`config.mk`:
```
export PLATFORM = sky130hd
export DESIGN_NAME = fq_host
export DESIGN_NICKNAME = d
export VERILOG_FILES = /design/src/logic/fq_pkg.sv /design/src/logic/fq_cyc_if.sv /design/src/logic/fq_host.sv /design/src/logic/fq_pin_engine.sv /design/src/logic/fq_byte_merge.sv
export SDC_FILE = /design/constraint.sdc
export NUM_CORES = 1
export LEC_CHECK = 0
export BUFFER_PORTS_ARGS = -buffer_cell sky130_fd_sc_hd__buf_2
export CAP_MARGIN = 25
export CORE_MARGIN = 2
export CORE_UTILIZATION = 51
export CTS_CLUSTER_DIAMETER = 100
export CTS_CLUSTER_SIZE = 30
export DETAILED_ROUTE_END_ITERATION = 10
export PLACE_DENSITY_LB_ADDON = 0.3
export SYNTH_ARGS = -nofsm -noshare
export SYNTH_HDL_FRONTEND = slang
export SYNTH_SLANG_ARGS = --single-unit
```
`constraint.sdc`:
```
create_clock -name clk_in -period 1.95 [get_ports clk_in]
set_input_delay 0.39 -clock clk_in [delete_from_list [all_inputs] [get_ports clk_in]]
set_output_delay 0.39 -clock clk_in [all_outputs]
set_load 0.01 [all_outputs]
```
`src/logic/fq_pkg.sv`:
```
// constants and types for the flash identifier and status query host
package fq_pkg;
  localparam logic [7:0] CMD_READ_ARRAY  = 8'hFF;
  localparam logic [7:0] CMD_READ_ID     = 8'h90;
  localparam logic [7:0] CMD_QUERY       = 8'h98;
  localparam logic [7:0] CMD_READ_STATUS = 8'h70;
  localparam logic [7:0] CMD_CLEAR_STAT  = 8'h50;
  localparam logic [7:0] CMD_MULTI_WRITE = 8'hE8;
  // identifier-mode word offsets
  localparam logic [1:0] ID_OFS_MANUF    = 2'h0;
  localparam logic [1:0] ID_OFS_DEVICE   = 2'h1;
  localparam logic [1:0] ID_OFS_BLKSTAT  = 2'h2;
  // query-mode block status word offset (BA+2)
  localparam logic [3:0] QRY_OFS_BLKSTAT = 4'h2;
  // status bit positions
  localparam int BLK_LOCK_BIT     = 0;
  localparam int BLK_ERASE_BIT    = 1;
  localparam int SR_READY_BIT     = 7;
  localparam int SR_ERASE_FAIL    = 5;
  localparam int SR_WRITE_FAIL    = 4;
  localparam int SR_VPP_FAIL      = 3;
  localparam int SR_LOCK_FAIL     = 1;
  localparam logic [7:0] SR_STICKY_MASK = 8'h3A;
  localparam logic [7:0] BLK_VALID_MASK = 8'h03;
  // host register offsets (word index on the software port)
  localparam logic [3:0] REG_CTRL     = 4'h0;
  localparam logic [3:0] REG_ADDR     = 4'h1;
  localparam logic [3:0] REG_STATUS   = 4'h2;
  localparam logic [3:0] REG_RDATA    = 4'h3;
  localparam logic [3:0] REG_BLKSTAT  = 4'h4;
  // timing
  localparam int CLK_NS       = 25;
  localparam int STROBE_NS    = 100;
  localparam int RECOVER_NS   = 50;
  localparam int STROBE_CYC   = (STROBE_NS + CLK_NS - 1) / CLK_NS;
  localparam int RECOVER_CYC  = (RECOVER_NS + CLK_NS - 1) / CLK_NS;
  // software operations
  typedef enum logic [2:0] {
    FQ_OP_ENTER_ID, FQ_OP_ENTER_QUERY, FQ_OP_READ_STATUS, FQ_OP_CLEAR_STATUS,
    FQ_OP_READ_EXT, FQ_OP_READ_ARRAY, FQ_OP_READ, FQ_OP_BLOCK_STATUS
  } fq_op_t;
  typedef enum logic [1:0] {FQ_MODE_ARRAY, FQ_MODE_ID, FQ_MODE_STATUS, FQ_MODE_QUERY} fq_mode_t;
endpackage

```
`src/logic/fq_cyc_if.sv`:
```
// bundle between sequencer and pin cycle engine
`timescale 1ns/100ps
interface fq_cyc_if #(parameter int AW = 21);
  logic          req;
  logic          is_write;
  logic [AW-1:0] addr;
  logic [15:0]   wdata;
  logic          done;
  logic [15:0]   rdata;
  modport seq (output req, output is_write, output addr, output wdata, input done, input rdata);
  modport eng (input req, input is_write, input addr, input wdata, output done, output rdata);
endinterface

```
`src/logic/fq_host.sv`:
```
// host controller for flash identifier, status and query reads
//
// What this block does
// - any other command except 50H leaves id mode
// - block status trusted only when ready
// - strobe falls to latch, rises before next
// - reissue multi-write command to refresh extended status
// - clear command is single write of 50H
//
// Local design decision: the plain strobed port.
`timescale 1ns/100ps
module fq_host #(
  parameter int AW        = 21,
  parameter int BLK_SHIFT = 15
) (
  // clock and reset
  input  wire logic          clk_in,
  input  wire logic          rst_n_in,
  // software port
  input  wire logic [3:0]    reg_addr_in,
  input  wire logic [31:0]   reg_wdata_in,
  input  wire logic          reg_wr_in,
  input  wire logic          reg_rd_in,
  output logic [31:0]        reg_rdata_out,
  // flash pins
  output logic [AW-1:0]      flash_addr_out,
  output logic [15:0]        flash_dq_out,
  output logic               flash_dq_oe_out,
  input  wire logic [15:0]   flash_dq_in,
  output logic               flash_bank_enable_n_out,
  output logic               flash_oe_n_out,
  output logic               flash_we_n_out,
  output logic               flash_byte_n_out,
  output logic               flash_reset_powerdown_n_out
);
  typedef enum logic [2:0] {S_IDLE, S_CMD, S_CMD_WAIT, S_RD, S_RD_WAIT, S_SR, S_SR_WAIT} fq_st_t;
  typedef struct packed {
    fq_st_t           st;
    fq_pkg::fq_mode_t mode;
    fq_pkg::fq_op_t   op;
    logic             byte_mode;
    logic [AW-1:0]    addr;
    logic [7:0]       cmd;
    logic             req;
    logic [15:0]      rdata;
    logic [7:0]       sr;
    logic [7:0]       blk;
    logic             blk_valid;
    logic             ignored;
    logic             done;
    logic             rd_pend;
    logic [31:0]      rout;
  } fq_st_all_t;
  fq_st_all_t q, d;

  fq_cyc_if #(.AW(AW)) cyc ();
  logic [15:0] merged;

  fq_pin_engine #(.AW(AW)) u_eng (
    .clk_in                  (clk_in),
    .rst_n_in                (rst_n_in),
    .cyc                     (cyc.eng),
    .flash_addr_out          (flash_addr_out),
    .flash_dq_out            (flash_dq_out),
    .flash_dq_oe_out         (flash_dq_oe_out),
    .flash_dq_in             (flash_dq_in),
    .flash_bank_enable_n_out (flash_bank_enable_n_out),
    .flash_oe_n_out          (flash_oe_n_out),
    .flash_we_n_out          (flash_we_n_out)
  );

  fq_byte_merge u_merge (
    .byte_mode_in (q.byte_mode),
    .query_in     (q.mode == fq_pkg::FQ_MODE_QUERY),
    .raw_in       (cyc.rdata),
    .word_out     (merged)
  );

  function automatic logic [AW-1:0] blk_base(input logic [AW-1:0] a);
    blk_base = (a >> BLK_SHIFT) << BLK_SHIFT;
  endfunction

  // read-cycle address for the current operation; byte mode doubles word offsets
  function automatic logic [AW-1:0] rd_addr(input fq_pkg::fq_op_t op, input fq_pkg::fq_mode_t m,
                                            input logic [AW-1:0] a, input logic bm);
    logic [AW-1:0] w;
    w = a;
    if (op == fq_pkg::FQ_OP_BLOCK_STATUS) begin
      if (m == fq_pkg::FQ_MODE_QUERY) begin
        w = blk_base(a) | AW'(fq_pkg::QRY_OFS_BLKSTAT);
      end else begin
        w = blk_base(a) | AW'({fq_pkg::ID_OFS_BLKSTAT, 1'b0});
      end
    end
    if (bm) begin
      w = AW'({w, 1'b0});
      if (m == fq_pkg::FQ_MODE_QUERY) begin
        w[0] = 1'b0;
      end
    end
    rd_addr = w;
  endfunction

  always_comb begin
    d = q;
    d.req = 1'b0;
    d.rd_pend = 1'b0;
    if (q.rd_pend) begin
      d.rout = 32'h0000_0000;
    end
    if (reg_rd_in) begin
      d.rd_pend = 1'b1;
      unique case (reg_addr_in)
        fq_pkg::REG_CTRL:    d.rout = {29'h0, q.byte_mode, 2'(q.mode)};
        fq_pkg::REG_ADDR:    d.rout = 32'(q.addr);
        fq_pkg::REG_STATUS:  d.rout = {20'h0, q.ignored, q.blk_valid, q.done, q.st == S_IDLE, q.sr};
        fq_pkg::REG_RDATA:   d.rout = {16'h0, q.rdata};
        fq_pkg::REG_BLKSTAT: d.rout = {24'h0, q.blk};
        default:             d.rout = 32'h0000_0000;
      endcase
    end
    if (reg_wr_in && reg_addr_in == fq_pkg::REG_ADDR) begin
      d.addr = reg_wdata_in[AW-1:0];
    end
    unique case (q.st)
      S_IDLE: begin
        if (reg_wr_in && reg_addr_in == fq_pkg::REG_CTRL) begin
          d.op = fq_pkg::fq_op_t'(reg_wdata_in[2:0]);
          d.byte_mode = reg_wdata_in[8];
          d.done = 1'b0;
          d.ignored = 1'b0;
          unique case (fq_pkg::fq_op_t'(reg_wdata_in[2:0]))
            fq_pkg::FQ_OP_ENTER_ID:    begin d.cmd = fq_pkg::CMD_READ_ID; d.st = S_CMD; end
            fq_pkg::FQ_OP_ENTER_QUERY: begin d.cmd = fq_pkg::CMD_QUERY; d.st = S_CMD; end
            fq_pkg::FQ_OP_READ_STATUS: begin d.cmd = fq_pkg::CMD_READ_STATUS; d.st = S_CMD; end
            fq_pkg::FQ_OP_READ_EXT:    begin d.cmd = fq_pkg::CMD_MULTI_WRITE; d.st = S_CMD; end
            fq_pkg::FQ_OP_READ_ARRAY:  begin d.cmd = fq_pkg::CMD_READ_ARRAY; d.st = S_CMD; end
            fq_pkg::FQ_OP_CLEAR_STATUS: begin
              // device drops it while busy, so check ready first
              d.cmd = fq_pkg::CMD_READ_STATUS;
              d.st = S_CMD;
            end
            default: begin d.st = S_RD; end
          endcase
        end
      end
      S_CMD: begin
        d.req = 1'b1;
        d.st = S_CMD_WAIT;
      end
      S_CMD_WAIT: begin
        if (cyc.done) begin
          unique case (q.cmd)
            fq_pkg::CMD_READ_ID:     d.mode = fq_pkg::FQ_MODE_ID;
            fq_pkg::CMD_QUERY:       d.mode = fq_pkg::FQ_MODE_QUERY;
            fq_pkg::CMD_READ_STATUS: d.mode = fq_pkg::FQ_MODE_STATUS;
            // clearing flags leaves the device in its current read mode
            fq_pkg::CMD_CLEAR_STAT:  d.mode = q.mode;
            default:                 d.mode = fq_pkg::FQ_MODE_ARRAY;
          endcase
          if (q.op == fq_pkg::FQ_OP_CLEAR_STATUS && q.cmd == fq_pkg::CMD_READ_STATUS) begin
            d.st = S_SR;
          end else if (q.op == fq_pkg::FQ_OP_READ_STATUS || q.op == fq_pkg::FQ_OP_READ_EXT) begin
            d.st = S_RD;
          end else begin
            d.st = S_IDLE;
            d.done = 1'b1;
          end
        end
      end
      S_SR: begin
        d.req = 1'b1;
        d.st = S_SR_WAIT;
      end
      S_SR_WAIT: begin
        if (cyc.done) begin
          d.sr = cyc.rdata[7:0];
          if (cyc.rdata[fq_pkg::SR_READY_BIT]) begin
            d.cmd = fq_pkg::CMD_CLEAR_STAT;
            d.st = S_CMD;
            d.op = fq_pkg::FQ_OP_READ_ARRAY;
            d.mode = fq_pkg::FQ_MODE_STATUS;
          end else begin
            d.ignored = 1'b1;
            d.done = 1'b1;
            d.st = S_IDLE;
          end
        end
      end
      S_RD: begin
        d.req = 1'b1;
        d.st = S_RD_WAIT;
      end
      S_RD_WAIT: begin
        if (cyc.done) begin
          d.rdata = merged;
          if (q.mode == fq_pkg::FQ_MODE_STATUS) begin
            d.sr = merged[7:0];
          end
          if (q.op == fq_pkg::FQ_OP_BLOCK_STATUS) begin
            // reserved bits masked off
            d.blk = merged[7:0] & fq_pkg::BLK_VALID_MASK;
            d.blk_valid = q.sr[fq_pkg::SR_READY_BIT];
          end
          d.done = 1'b1;
          d.st = S_IDLE;
        end
      end
      default: d.st = S_IDLE;
    endcase
  end

  assign cyc.req      = q.req;
  assign cyc.is_write = (q.st == S_CMD) || (q.st == S_CMD_WAIT);
  assign cyc.addr     = cyc.is_write ? q.addr : rd_addr(q.op, q.mode, q.addr, q.byte_mode);
  assign cyc.wdata    = {8'h00, q.cmd};

  always_ff @(posedge clk_in) begin
    if (!rst_n_in) begin
      q <= '0;
    end else begin
      q <= d;
    end
  end

  assign reg_rdata_out               = q.rout;
  assign flash_byte_n_out            = !q.byte_mode;
  assign flash_reset_powerdown_n_out = rst_n_in;
endmodule // fq_host

```
`src/logic/fq_pin_engine.sv`:
```
// one asynchronous write or read cycle on the flash pins
`timescale 1ns/100ps
module fq_pin_engine #(
  parameter int AW = 21
) (
  // clock and reset
  input  wire logic        clk_in,
  input  wire logic        rst_n_in,
  // sequencer side
  fq_cyc_if.eng            cyc,
  // flash pins
  output logic [AW-1:0]    flash_addr_out,
  output logic [15:0]      flash_dq_out,
  output logic             flash_dq_oe_out,
  input  wire logic [15:0] flash_dq_in,
  output logic             flash_bank_enable_n_out,
  output logic             flash_oe_n_out,
  output logic             flash_we_n_out
);
  typedef enum logic [1:0] {E_IDLE, E_STROBE, E_RECOVER} fq_eng_st_t;
  typedef struct packed {
    fq_eng_st_t    st;
    logic [7:0]    cnt;
    logic          wr;
    logic [AW-1:0] addr;
    logic [15:0]   wd;
    logic [15:0]   rd;
    logic [15:0]   s1;
    logic [15:0]   s2;
    logic          done;
  } fq_eng_t;
  fq_eng_t q, d;
  logic    strobe_on;

  always_comb begin
    d = q;
    d.done = 1'b0;
    d.s1 = flash_dq_in;
    d.s2 = q.s1;
    unique case (q.st)
      E_IDLE: begin
        if (cyc.req) begin
          d.st = E_STROBE;
          d.wr = cyc.is_write;
          d.addr = cyc.addr;
          d.wd = cyc.wdata;
          // first strobe-state cycle only sets up the address, so the device never sees it move under a falling enable
          d.cnt = 8'(fq_pkg::STROBE_CYC + 3);
        end
      end
      E_STROBE: begin
        if (q.cnt == 8'h00) begin
          // capture at end of strobe; the latch is refreshed because strobe always rises after
          d.rd = q.s2;
          d.st = E_RECOVER;
          d.cnt = 8'(fq_pkg::RECOVER_CYC);
        end else begin
          d.cnt = q.cnt - 8'h01;
        end
      end
      E_RECOVER: begin
        if (q.cnt == 8'h00) begin
          d.st = E_IDLE;
          d.done = 1'b1;
        end else begin
          d.cnt = q.cnt - 8'h01;
        end
      end
      default: d.st = E_IDLE;
    endcase
  end

  always_ff @(posedge clk_in) begin
    if (!rst_n_in) begin
      q <= '0;
    end else begin
      q <= d;
    end
  end

  // strobes drop for every cycle and return high in recovery
  assign flash_addr_out          = q.addr;
  assign flash_dq_out            = q.wd;
  assign flash_dq_oe_out         = (q.st != E_IDLE) && q.wr;
  assign strobe_on               = (q.st == E_STROBE) && (q.cnt != 8'(fq_pkg::STROBE_CYC + 3));
  assign flash_bank_enable_n_out = !strobe_on;
  assign flash_oe_n_out          = !(strobe_on && !q.wr);
  assign flash_we_n_out          = !(strobe_on && q.wr);
  assign cyc.done                = q.done;
  assign cyc.rdata               = q.rd;
endmodule // fq_pin_engine

```
`src/logic/fq_byte_merge.sv`:
```
// forms the read word for the selected bus width
`timescale 1ns/100ps
module fq_byte_merge (
  // mode
  input  wire logic        byte_mode_in,
  input  wire logic        query_in,
  // data
  input  wire logic [15:0] raw_in,
  output logic [15:0]      word_out
);
  always_comb begin
    word_out = raw_in;
    // query bytes live on the low lane only; high lane is undriven or 00H
    if (query_in || byte_mode_in) begin
      word_out = {8'h00, raw_in[7:0]};
    end
  end
endmodule // fq_byte_merge

```
==> impl_metrics.json <==
{
  "status": "complete, but fails checks",
  "violations": "setup timing",
  "hold_viol_final": 0,
  "vias_per_cell": 5.51,
  "area_growth_pct": 14.3,
  "grt_max_degree": 47,
  "tightest_slew_ns": 0.497,
  "fin_crit_ns": 1.99,
  "endpoint_kind": "output port",
  "htree_levels": 4,
  "leakage_nw": 3.53,
  "rows": 44,
  "hp-class": "in2reg",
  "ir_drop_mv": 0.741,
  "synth_edf_count": 0,
  "cts_inserted_buffers": 17,
  "cp_data_required_time_ns": 1.56,
  "synth_area_um2": 7720,
  "io_buffer_count": 100,
  "synth_seq_cells": 175,
  "yosys_most_used_dff": "dfxtp_1",
  "syn-mean-instance-area_um2": 8.74,
  "final_antenna_net_count": 0,
  "reg2reg_depth": 8,
  "io_pins": 131,
  "r2r-end": "u_eng.q[94]$_SDFFE_PN0P_",
  "drive_gt1_frac": 0.227,
  "worst_slack_ns": -0.0361,
  "min_from": "flash_dq_in[15]",
  "worstSetupStartpointType": "flop",
  "post-route-period-util": 1.02,
  "holdPathEnd": "u_eng.d[16]$_SDFF_PN0_",
  "postSynthCellCount": 883,
  "r2r_start": "u_eng.q[96]$_SDFFE_PN0P_",
  "clk_pin_slew_ns": 0.06,
  "cellPowerDensity_nw_per_um2": 869,
  "wl_mm": 17.8,
  "path_common_cell": "buf_6",
  "die_y_um": 127,
  "vias": 6300,
  "initial_core_util": 0.527,
  "drt-initial-drc-count": 502,
  "cts_hold_buf": 0,
  "final_nets": 1008,
  "critPathSlowestCell": "dfxtp_2",
  "wl_met2_mm": 8.34,
  "setup_viol": 1,
  "rrSetupSlack_ns": 0.13,
  "die_w_um": 127,
  "antenna_found_initial": 1,
  "routedWlPerCell_um": 15.6,
  "crit_family": "flip-flops",
  "clkSinkCount": 175,
  "async_flop_share": 0,
  "fill_cells": 1335,
  "final_cell_area_um2": 8820,
  "core_um2": 14600,
  "ys_seq_area_frac": 0.454,
  "routabilityCongestion": 0.899,
  "met1_length_mm": 7.94,
  "clock.fmax_ghz": 0.504,
  "cts_tree": "yes",
  "drv_slew": 0,
  "crit_type": "reg2out",
  "clk_latency_ns": 0.42,
  "power_mw": 7.67,
  "dpl.hpwl_mm": 12.6,
  "arrival_ns": 1.60,
  "min_path_cells": 2,
  "yosys_warnings": 0,
  "critPathMaxFanout": 3,
  "grt_pass1_vias": 5811,
  "drc": 0,
  "critPathBufInv": 3,
  "placed_area_um2": 8120,
  "cpPeakStageDelay_ns": 0.34,
  "drv_cap": 0,
  "root_buffer": "clkbuf_16",
  "die_area_um2": 16100,
  "skew_ns": 0.00770,
  "clock_path_buffers": 2,
  "top_layer_used": "met4",
  "grt_pass1_wl_mm": 28.8,
  "finish.utilization": 0.602,
  "rsz0062_at_grt": "true",
  "grt_overflow": 0,
  "synth_cell_types": 73,
  "relSlewSlack": 0.667,
  "worst-path-stages": 6,
  "grtUsageTotal": 0.222,
  "met3_length_mm": 1.08,
  "first_pass_iters": 5,
  "worstPathCellList": "buf_6 -> ha_4 -> inv_2 -> a41o_1 -> or2_4 -> buf_6"
}
==> layer usage <==
layer / vias to the layer above / GRT usage
li1: 3131 / -
met1: 2940 / 0.295
met2: 200 / 0.359
met3: 29 / 0.0381
met4: 0 / 0.0950
met5: - / 0
==> cells in the mapped netlist, drive strengths merged (10+ instances only) <==
master / instances / area (µm²)
a222oi: 10 / 100
dfxtp: 175 / 3500
nand3: 32 / 160
a22oi: 14 / 105
clkbuf: 37 / 140
a31oi: 15 / 93.8
a221oi: 11 / 96.3
nand2: 126 / 473
a21oi: 73 / 369
buf: 89 / 646
inv: 18 / 67.6
mux2i: 20 / 200
o21ai: 46 / 234
nor3: 10 / 66.3
nor2: 55 / 206
and2: 36 / 225
==> cells in the final DEF, fill, tap and decap left out, types with 10 or more instances in the layout <==
cell type  instances
buf_4             44
nand2_1          126
and2_1            36
buf_2             99
a21oi_1           72
nor2_1            55
clkbuf_16         17
a221oi_1          11
nand3_1           32
a222oi_1          10
conb_1            19
mux2i_1           20
inv_1             15
a31oi_1           15
dfxtp_1          167
a22oi_1           14
o21ai_0           43
==> layout make-up <==
cell class              count  area, µm²  area share
repair buffers            151        951       0.108
clock buffers              20        447      0.0506
flip-flops and latches    175       3510       0.398
inverters                  18       67.6     0.00766
well taps                 184        230      0.0261
clock inverters            12        135      0.0153
diodes                      1       2.50    0.000284
multi-input cells         582       3480       0.394
==> cells by family after synthesis <==
group	after synthesis	share of synthesized area
other	1	0.000486
DFF	175	0.454
adders and majority gates	7	0.0113
xor gates and xnor gates	4	0.00454
buffers and inverters	144	0.111
AOI/OAI and AO/OA	217	0.185
and+or+nand+nor	311	0.202
muxes	24	0.0322
==> where the power goes <==
part,switching [mW],internal [mW],leakage (nW)
Clock,1.40,1.93,0.278
Combinational,0.377,0.277,1.83
Sequential,0.0467,3.64,1.42
Total,1.82,5.85,3.53
==> registers in the layout, indices dropped and copies added, names as in the netlist <==
name	cells
reg_rdata_out	21
cyc.wdata	6
u_eng.flash_addr_out	21
cyc.req	1
u_eng.cyc.rdata	16
q	60
u_eng.flash_dq_out	6
u_eng.q	27
u_eng.cyc.done	1
u_eng.d	16
==> through the flow <==
step / hold slack (ns) / std cells / setup slack [ns] / TNS (ns)
floorplan: 0.412 / 901 / 0.0748 / 0
global placement: 0.416 / 1103 / 0.142 / 0
detailed placement: 0.417 / 1103 / 0.0746 / 0
CTS: 0.153 / 1139 / -0.0407 / -0.0407
global route: 0.162 / 1143 / -0.0742 / -0.136
finish: 0.165 / 1143 / -0.0361 / -0.0361
==> how the worst max path moves through the flow <==
stage	startpoint	end	slack [ns]
2_1_floorplan	u_eng.q[96]$_SDFFE_PN0P_	flash_oe_n_out	0.07
3_3_place_gp	u_eng.q[87]$_SDFFE_PN0P_	u_eng.q[94]$_SDFFE_PN0P_	0.14
3_5_place_dp	u_eng.q[95]$_SDFFE_PN0P_	u_eng.q[89]$_SDFFE_PN0P_	0.07
4_1_cts	u_eng.q[95]$_SDFFE_PN0P_	flash_oe_n_out	-0.04
5_1_grt	u_eng.q[95]$_SDFFE_PN0P_	flash_oe_n_out	-0.07
6_report	u_eng.q[95]$_SDFFE_PN0P_	flash_oe_n_out	-0.04
==> repair_timing <==
action	CTS	global route
setup buffers	4	3
pin swaps	3	4
gates resized for setup	10	12
setup endpoints to repair	3	14
Note: power is estimated with default switching activity, not from simulation.
